$ cat config.mk
export PLATFORM = sky130hd
export DESIGN_NAME = pllcp_port
export DESIGN_NICKNAME = d
export VERILOG_FILES = /design/src/design/pllcp_pkg.sv /design/src/design/pllcp_port.sv
export SDC_FILE = /design/constraint.sdc
export NUM_CORES = 1
export LEC_CHECK = 0
export ABC_CLOCK_PERIOD_IN_PS = 2320
export BUFFER_PORTS_ARGS = -buffer_cell sky130_fd_sc_hd__buf_2
export CAP_MARGIN = 0
export CORE_MARGIN = 1
export CORE_UTILIZATION = 58
export DETAILED_ROUTE_END_ITERATION = 16
export GPL_TIMING_DRIVEN = 0
export HOLD_SLACK_MARGIN = 0.06
export PLACE_DENSITY = 0.79
export SYNTH_ARGS = -nofsm -noshare
export SYNTH_HDL_FRONTEND = slang
export SYNTH_SLANG_ARGS = --single-unit
export TNS_END_PERCENT = 30
$ cat constraint.sdc
create_clock -name clk_i -period 2.32 [get_ports clk_i]
set_clock_uncertainty 0.1 [all_clocks]
set_input_delay 0.232 -clock clk_i [delete_from_list [all_inputs] [get_ports clk_i]]
set_output_delay 0.232 -clock clk_i [all_outputs]
set_load 0.1 [all_outputs]
$ cat src/design/pllcp_pkg.sv
// Package: constants, field layout and carrier types for the counter programming port
package pllcp_pkg;

    localparam int CNT_W = 20;
    localparam int FEAT_W = 8;
    localparam int BUS_W = 8;

    // Counter word field positions (MSB first)
    localparam int POS_R5 = 19;
    localparam int POS_R4 = 18;
    localparam int POS_M8 = 17;
    localparam int POS_M7 = 16;
    localparam int POS_PRE = 15;
    localparam int POS_M6 = 14;
    localparam int POS_R3 = 7;
    localparam int POS_A3 = 3;

    // Feature word field positions
    localparam int FPOS_PWDN = 4;
    localparam int FPOS_CLOAD = 3;
    localparam int FPOS_MSELO = 2;
    localparam int FPOS_PREO = 1;
    localparam int FPOS_OUTDIS = 0;

    // Power-up values; the device has no reset of its own
    localparam logic [19:0] CNT_RST = 20'h00000;
    localparam logic [7:0] FEAT_RST = 8'h00;
    localparam logic [7:0] FEAT_RSVD_MASK = 8'hE0;

    typedef enum logic [1:0] {
        PLLCP_MODE_PAR = 2'b00,
        PLLCP_MODE_SER = 2'b01,
        PLLCP_MODE_DIR = 2'b10
    } pllcp_mode_t;

    typedef struct packed {
        logic       pre_bypass;
        logic [6:0] main_low;
        logic [3:0] ref_low;
        logic [3:0] swallow;
    } pllcp_direct_t;

    typedef struct packed {
        logic power_down;
        logic counter_load;
        logic modulus_sel_out;
        logic prescaler_out;
        logic div_out_disable;
    } pllcp_feat_t;

endpackage : pllcp_pkg

$ cat src/design/pllcp_port.sv
// Counter programming port: serial, parallel and direct loading of divider settings
`timescale 1ns/1ps
`default_nettype none
module pllcp_port
(
    input  wire logic                  clk_i,
    input  wire logic                  resetn_i,
    input  wire logic                  ce_i,
    input  wire logic                  bypass_sel_i,
    input  wire logic                  serial_sel_i,
    input  wire logic                  feature_en_n_i,
    input  wire logic                  serial_clk_i,
    input  wire logic                  serial_data_i,
    input  wire logic                  serial_load_i,
    input  wire logic                  hop_write_i,
    input  wire logic                  feature_write_i,
    input  wire logic [7:0]            pbus_i,
    input  wire logic                  main_high_write_i,
    input  wire logic                  main_low_write_i,
    input  wire logic                  swallow_write_i,
    input  wire logic                  serial_buffer_select_i,
    input  wire logic                  parallel_buffer_select_i,
    input  wire pllcp_pkg::pllcp_direct_t direct_i,
    input  wire logic                  modulus_select_i,
    input  wire logic                  prescaler_raw_i,
    output logic [19:0]                counter_o,
    output var  pllcp_pkg::pllcp_feat_t feature_o,
    output logic                       diag_o,
    output logic                       diag_oe_o
);

    // Two-flop synchronisers for every pin-level input
    localparam int NSYNC = 18;
    logic [NSYNC-1:0] raw_w;
    logic [NSYNC-1:0] s1_reg;
    logic [NSYNC-1:0] s2_reg;
    logic [NSYNC-1:0] s1_next;
    logic [NSYNC-1:0] s2_next;
    logic [NSYNC-1:0] s3_reg;
    logic [NSYNC-1:0] s3_next;

    assign raw_w = {bypass_sel_i, serial_sel_i, feature_en_n_i, serial_clk_i, serial_data_i,
                    serial_load_i, hop_write_i, feature_write_i, main_high_write_i,
                    main_low_write_i, swallow_write_i, serial_buffer_select_i,
                    parallel_buffer_select_i, modulus_select_i, prescaler_raw_i,
                    3'h0};

    always_comb
    begin
        s1_next = raw_w;
        s2_next = s1_reg;
        s3_next = s2_reg;
    end

    always_ff @(posedge clk_i)
    begin
        if (ce_i)
        begin
            s1_reg <= s1_next;
            s2_reg <= s2_next;
            s3_reg <= s3_next;
        end
    end

    // Parallel bus is sampled on the same schedule as its strobes
    logic [7:0] b1_reg;
    logic [7:0] b2_reg;
    logic [7:0] b1_next;
    logic [7:0] b2_next;
    pllcp_pkg::pllcp_direct_t d1_reg;
    pllcp_pkg::pllcp_direct_t d2_reg;
    pllcp_pkg::pllcp_direct_t d1_next;
    pllcp_pkg::pllcp_direct_t d2_next;

    always_comb
    begin
        b1_next = pbus_i;
        b2_next = b1_reg;
        d1_next = direct_i;
        d2_next = d1_reg;
    end

    always_ff @(posedge clk_i)
    begin
        if (ce_i)
        begin
            b1_reg <= b1_next;
            b2_reg <= b2_next;
            d1_reg <= d1_next;
            d2_reg <= d2_next;
        end
    end

    logic bsel;
    logic ssel;
    logic enh_n;
    logic sdat;
    logic swr;
    logic ewr;
    logic sbuf_sel;
    logic pbuf_sel;
    logic modsel_s;
    logic pre_s;
    logic sclk_rise;
    logic swr_rise;
    logic hop_rise;
    logic ewr_rise;
    logic ewr_fall;
    logic mh_rise;
    logic ml_rise;
    logic sw_rise;

    function automatic logic rise(input logic now, input logic prev);
        rise = now & ~prev;
    endfunction

    assign bsel = s2_reg[17];
    assign ssel = s2_reg[16];
    assign enh_n = s2_reg[15];
    assign sdat = s2_reg[13];
    assign swr = s2_reg[12];
    assign ewr = s2_reg[10];
    assign sbuf_sel = s2_reg[6];
    assign pbuf_sel = s2_reg[5];
    assign modsel_s = s2_reg[4];
    assign pre_s = s2_reg[3];
    assign sclk_rise = rise(s2_reg[14], s3_reg[14]);
    assign swr_rise = rise(s2_reg[12], s3_reg[12]);
    assign hop_rise = rise(s2_reg[11], s3_reg[11]);
    assign ewr_rise = rise(s2_reg[10], s3_reg[10]);
    assign ewr_fall = rise(s3_reg[10], s2_reg[10]);
    assign mh_rise = rise(s2_reg[9], s3_reg[9]);
    assign ml_rise = rise(s2_reg[8], s3_reg[8]);
    assign sw_rise = rise(s2_reg[7], s3_reg[7]);

    pllcp_pkg::pllcp_mode_t mode;
    always_comb
    begin
        if (bsel)
            mode = pllcp_pkg::PLLCP_MODE_DIR;
        else if (ssel)
            mode = pllcp_pkg::PLLCP_MODE_SER;
        else
            mode = pllcp_pkg::PLLCP_MODE_PAR;
    end

    // Programming state
    logic [19:0] prim_reg;
    logic [19:0] prim_next;
    logic [19:0] sec_reg;
    logic [19:0] sec_next;
    logic [7:0]  fshift_reg;
    logic [7:0]  fshift_next;
    logic [7:0]  fhold_reg;
    logic [7:0]  fhold_next;
    logic [19:0] direct_word;
    logic [19:0] counter_next;
    logic [19:0] counter_reg;

    always_comb
    begin
        prim_next = prim_reg;
        sec_next = sec_reg;
        fshift_next = fshift_reg;
        fhold_next = fhold_reg;
        case (mode)
            pllcp_pkg::PLLCP_MODE_SER:
            begin
                if (sclk_rise && !swr && !ewr)
                    prim_next = {prim_reg[18:0], sdat};
                if (sclk_rise && !swr && ewr)
                    fshift_next = {fshift_reg[6:0], sdat};
                if (ewr_fall)
                    fhold_next = fshift_reg;
            end
            pllcp_pkg::PLLCP_MODE_PAR:
            begin
                if (mh_rise)
                    prim_next[pllcp_pkg::POS_R5:pllcp_pkg::POS_M7] = b2_reg[3:0];
                if (ml_rise)
                    prim_next[pllcp_pkg::POS_PRE:pllcp_pkg::POS_R3 + 1] = b2_reg;
                if (sw_rise)
                    prim_next[pllcp_pkg::POS_R3:0] = b2_reg;
                if (ewr_rise)
                    fhold_next = b2_reg;
            end
            default:
            begin
            end
        endcase
        if ((swr_rise || hop_rise) && mode != pllcp_pkg::PLLCP_MODE_DIR)
            sec_next = prim_reg;
    end

    // Direct word: bits 19..16 forced to zero
    assign direct_word = {4'h0, d2_reg};

    always_comb
    begin
        case (mode)
            pllcp_pkg::PLLCP_MODE_SER:
                counter_next = sbuf_sel ? prim_reg : sec_reg;
            pllcp_pkg::PLLCP_MODE_PAR:
                counter_next = pbuf_sel ? prim_reg : sec_reg;
            pllcp_pkg::PLLCP_MODE_DIR:
                counter_next = direct_word;
            default:
                counter_next = direct_word;
        endcase
    end

    // Feature effects, gated by active-low enable; reserved bits never act
    logic [7:0] feat_eff;
    pllcp_pkg::pllcp_feat_t feat_next;
    logic diag_next;
    logic diag_oe_next;
    always_comb
    begin
        feat_eff = enh_n ? 8'h00 : (fhold_reg & ~pllcp_pkg::FEAT_RSVD_MASK);
        feat_next = feat_eff[4:0];
        diag_oe_next = feat_eff[pllcp_pkg::FPOS_MSELO] | feat_eff[pllcp_pkg::FPOS_PREO];
        if (feat_eff[pllcp_pkg::FPOS_MSELO])
            diag_next = modsel_s;
        else if (feat_eff[pllcp_pkg::FPOS_PREO])
            diag_next = pre_s;
        else
            diag_next = 1'b0;
    end

    // resetn_i only sets a known start for simulation; the real part has no reset
    always_ff @(posedge clk_i)
    begin
        if (!resetn_i)
        begin
            prim_reg <= pllcp_pkg::CNT_RST;
            sec_reg <= pllcp_pkg::CNT_RST;
            fshift_reg <= pllcp_pkg::FEAT_RST;
            fhold_reg <= pllcp_pkg::FEAT_RST;
            counter_reg <= pllcp_pkg::CNT_RST;
            feature_o <= '0;
            diag_o <= 1'b0;
            diag_oe_o <= 1'b0;
        end
        else if (ce_i)
        begin
            prim_reg <= prim_next;
            sec_reg <= sec_next;
            fshift_reg <= fshift_next;
            fhold_reg <= fhold_next;
            counter_reg <= counter_next;
            feature_o <= feat_next;
            diag_o <= diag_next;
            diag_oe_o <= diag_oe_next;
        end
    end

    assign counter_o = counter_reg;

    // Assertions
    property p_shift;
        @(posedge clk_i) disable iff (!resetn_i)
        (ce_i && mode == pllcp_pkg::PLLCP_MODE_SER && sclk_rise && !swr && !ewr)
            |=> prim_reg == {$past(prim_reg[18:0]), $past(sdat)};
    endproperty
    a_shift: assert property (p_shift) else $error("serial shift wrong");

    property p_copy;
        @(posedge clk_i) disable iff (!resetn_i)
        (ce_i && (swr_rise || hop_rise) && mode != pllcp_pkg::PLLCP_MODE_DIR)
            |=> sec_reg == $past(prim_reg);
    endproperty
    a_copy: assert property (p_copy) else $error("secondary copy missed");
    property p_sel;
        @(posedge clk_i) disable iff (!resetn_i)
        (ce_i && mode == pllcp_pkg::PLLCP_MODE_SER && !sbuf_sel)
            |=> counter_o == $past(sec_reg);
    endproperty
    a_sel: assert property (p_sel) else $error("buffer select wrong");

    property p_fshift;
        @(posedge clk_i) disable iff (!resetn_i)
        (ce_i && mode == pllcp_pkg::PLLCP_MODE_SER && sclk_rise && !swr && ewr)
            |=> fshift_reg[0] == $past(sdat) && $stable(prim_reg);
    endproperty
    a_fshift: assert property (p_fshift) else $error("feature shift wrong");

    property p_hold;
        @(posedge clk_i) disable iff (!resetn_i)
        (ce_i && !ewr_fall && !ewr_rise) |=> $stable(fhold_reg);
    endproperty
    a_hold: assert property (p_hold) else $error("feature changed off strobe");
    property p_enh;
        @(posedge clk_i) disable iff (!resetn_i)
        (ce_i && enh_n) |=> feature_o == '0 && !diag_oe_o;
    endproperty
    a_enh: assert property (p_enh) else $error("feature active while disabled");
    property p_direct;
        @(posedge clk_i) disable iff (!resetn_i)
        (ce_i && mode == pllcp_pkg::PLLCP_MODE_DIR)
            |=> counter_o[19:16] == 4'h0 && counter_o[15:0] == $past(d2_reg);
    endproperty
    a_direct: assert property (p_direct) else $error("direct word wrong");

    property p_par;
        @(posedge clk_i) disable iff (!resetn_i)
        (ce_i && mode == pllcp_pkg::PLLCP_MODE_PAR && sw_rise)
            |=> prim_reg[7:0] == $past(b2_reg);
    endproperty
    a_par: assert property (p_par) else $error("swallow section load wrong");

    property p_diag;
        @(posedge clk_i) disable iff (!resetn_i)
        (ce_i && feat_eff[pllcp_pkg::FPOS_MSELO]) |=> diag_oe_o && diag_o == $past(modsel_s);
    endproperty
    a_diag: assert property (p_diag) else $error("diagnostic routing wrong");

    c_ser: cover property (@(posedge clk_i) disable iff (!resetn_i) ce_i && swr_rise);
    c_par: cover property (@(posedge clk_i) disable iff (!resetn_i) ce_i && ml_rise);
    c_ewr: cover property (@(posedge clk_i) disable iff (!resetn_i) ce_i && ewr_fall);
    c_dir: cover property (@(posedge clk_i) disable iff (!resetn_i)
        mode == pllcp_pkg::PLLCP_MODE_DIR);

endmodule // pllcp_port
`default_nettype wire

==> results.tsv <==
metric	value	unit
simple-gate portion of the synthesized area	10.53	%
Reg clk slew, reported paths	60	ps
initial detailed-routing violation count	209	
CTS max path bufs	2	
Area Growth Syn to Fin	25.34	%
Routed WL	12960	um
LEAKAGE	3.267	nW
Starting Density	60.14	%
die area	11170	um^2
Worst setup SP type	input pin	
met1 wire length	5397	um
mux share of post-synthesis cell area	8.347	%
Tcrit/Tclk final	98.83	%
Crit Path Class	in -> reg	
sequential share of the synthesized area	65.65	%
YS warnings	0	
Post-Synth Adder-Cell Area	0	%
Layout Nets	648	
Tmin final	2293	ps
Root Driver	clkbuf_8	
TritonCTS Buffers	17	
post-synthesis compound-gate area fraction	13.24	%
share of cells above drive strength 1	19.90	%
post-DR wirelength/cell	17.18	um
H-Tree Depth	4	
WP data arrival	2620	ps
Crit path required time	2640	ps
chip height	105.7	um
first-pass GRT wire length	20670	um
Synth cell types	30	
Top Metal Used	met4	
Placeable Area	10370	um^2
Met3 Routed Length	656	um
Vias per Instance	5.576	
Met2 Wirelength	6617	um
final hold vios	0	
Max-slew headroom	42.68	%
Crit Path Max Fanout	73	
HP Class	in -> reg	
cells after synthesis	478	
Port Buffers	68	
worst-path cell chain	dlygate4sd3_1, buf_6, buf_16, or3b_4, o22ai_4, buf_4, nand2_1, o211a_1	
Post-DP HPWL	8306	um
Worst path max stage delay	560	ps
Die Span X	105.7	um
Cell Area, Synth	6236	um^2
initial antenna violation count	0	
CTS tree	built	
vias in the first global route	4120	
slowest stage cell, crit path	dlygate4sd3_1	
Fmax	0.4362	GHz
I/O pin count	69	
gpl congestion	0.8270	
largest family of logic cells by synthesized area	compound AO/OA/AOI/OAI gates	
Peak VDD IR	0.7212	mV
CP bufs+invs	4	
Yosys reg bits	162	
area leader, netlist	edfxtp_1	
n_diodes	0	
number of flops mapped to enable cells by yosys	85	
post-route ant nets	0	
largest net degree at the start of global routing	74	
final hold slack	150.4	ps
Crit path max-delay family	buffers and inverters	
Power Total	6.827	mW
via count	4204	
max_cap viols	0	
XOR/XNOR Fraction of Synth Area	0	%
CTS sink count	162	
status	complete, no violations	
Final Max Tran Viols	0	
GRT Total Usage	25.00	%
Power Density	873.5	nW/um^2
top cell type's share of synthesized area	40.93	%
crit end category	flop	
GR Overflow Total	0	
Avg Inst Size Synth	13.05	um^2
synth top area cells	edfxtp_1, dfxtp_1, mux2i_1	
drt drc	0	
setup TNS	0	ps
ys flop type	edfxtp_1	
actual slew at the worst max-slew pin	857.9	ps
Clk Latency, worst-skew pair	530	ps
DP Cell Count	683	
final setup vio count	0	
standard-cell row count	37	
Mapped Nets	520	
non-filler cells, final	754	
drt pass-1 iters	5	
FFs w/ async S/R, synth	0	%
==> final cells by class <==
type	instances	area, um^2
Clock buffer	18	417.9
Tap cell	136	170.2
Fill cell	689	2554
Timing Repair Buffer	109	774.5
Multi-Input combinational cell	283	2006
Clock inverter	13	215.2
Sequential cell	162	4094
Inverter	6	22.52
Buffer	27	116.4
==> metrics by stage <==
stage          worst slack [ps]  area (um^2)  utilization, %
3_3_place_gp             -740.9         6746           65.06
4_1_cts                   40.47         7810           75.31
5_1_grt                  -28.12         7816           75.37
6_report                  27.26         7816           75.37
2_1_floorplan             620.8         6236               -
3_5_place_dp              17.00         6777           65.35
==> cell families (layout without fill, tap and decap cells) <==
| family | after synthesis | count (layout) |
|---|---|---|
| simple gates | 115 | 115 |
| mux | 52 | 52 |
| buf+inv | 33 | 173 |
| flops | 162 | 162 |
| compound gates | 116 | 116 |
==> per-layer routing <==
layer  vias up  global-route usage [%]
met2       122                   41.97
li1       2022                       -
met3        20                   6.617
met1      2040                   30.47
met5         -                       0
met4         0                   10.62
==> worst reg2reg max path, stage by stage, from the launching register on <==
cell	delay, ps
edfxtp_1	530
clkbuf_1	300
nor3b_1	770
a21oi_1	70
o21ai_0	120
o311a_1	200
==> repair_timing <==
| action | CTS | global route |
|---|---|---|
| setup buffers | 0 | 0 |
| hold buffers | 40 | 0 |
| hold endpoints to repair | 55 | 0 |
| setup endpoints to repair | 0 | 8 |
| resized for setup | 0 | 2 |
==> final timing paths <==
| path | from | endpoint | slack, ps | cells past startpoint |
|---|---|---|---|---|
| setup / recovery | ce_i | prim_reg[13]$_SDFFE_PN0P_ | 30 | 8 |
| hold / removal | resetn_i | counter_o[3]$_SDFFE_PN0P_ | 150 | 4 |
| setup reg to reg | s2_reg[16]$_DFFE_PP_ | prim_reg[19]$_SDFFE_PN0P_ | 160 | 5 |
| hold reg to reg | b1_reg[5]$_DFFE_PP_ | b2_reg[5]$_DFFE_PP_ | 320 | 0 |
==> synth_stat cells, drive strengths merged (7+ instances only) <==
| cell type | number |
|---|---|
| a21oi | 26 |
| buf | 8 |
| clkbuf | 19 |
| dfxtp | 77 |
| edfxtp | 85 |
| mux2i | 52 |
| nand2 | 43 |
| nand3b | 8 |
| nor2b | 37 |
| nor3b | 9 |
| o211a | 21 |
| o21ai | 41 |
| o221a | 10 |
| o22ai | 7 |
==> layout by cell type (no fill, tap or decap), drive strengths merged <==
master       synthesis  layout
a211oi               6       6
a21boi               1       1
a21oi               26      26
and2                 6       6
buf                  8      77
bufinv               0       6
clkbuf              19      37
clkinv               0       5
clkinvlp             0       2
dfxtp               77      77
dlygate4sd3          0      40
edfxtp              85      85
inv                  6       6
mux2i               52      52
nand2               43      43
nand2b               2       2
nand3b               8       8
nand4b               1       1
nand4bb              1       1
nor2                 4       4
nor2b               37      37
nor3b                9       9
o211a               21      21
o21ai               41      41
o221a               10      10
o22ai                7       7
o311a                4       4
or2                  1       1
or3b                 3       3
==> report_power, final <==
part | switching, mW | internal, mW | total, mW
combinational | 0.368 | 0.197 | 0.565
clock | 1.07 | 1.94 | 3.01
sequential | 0.0689 | 3.18 | 3.25
Note: power is estimated with default switching activity, not from simulation.
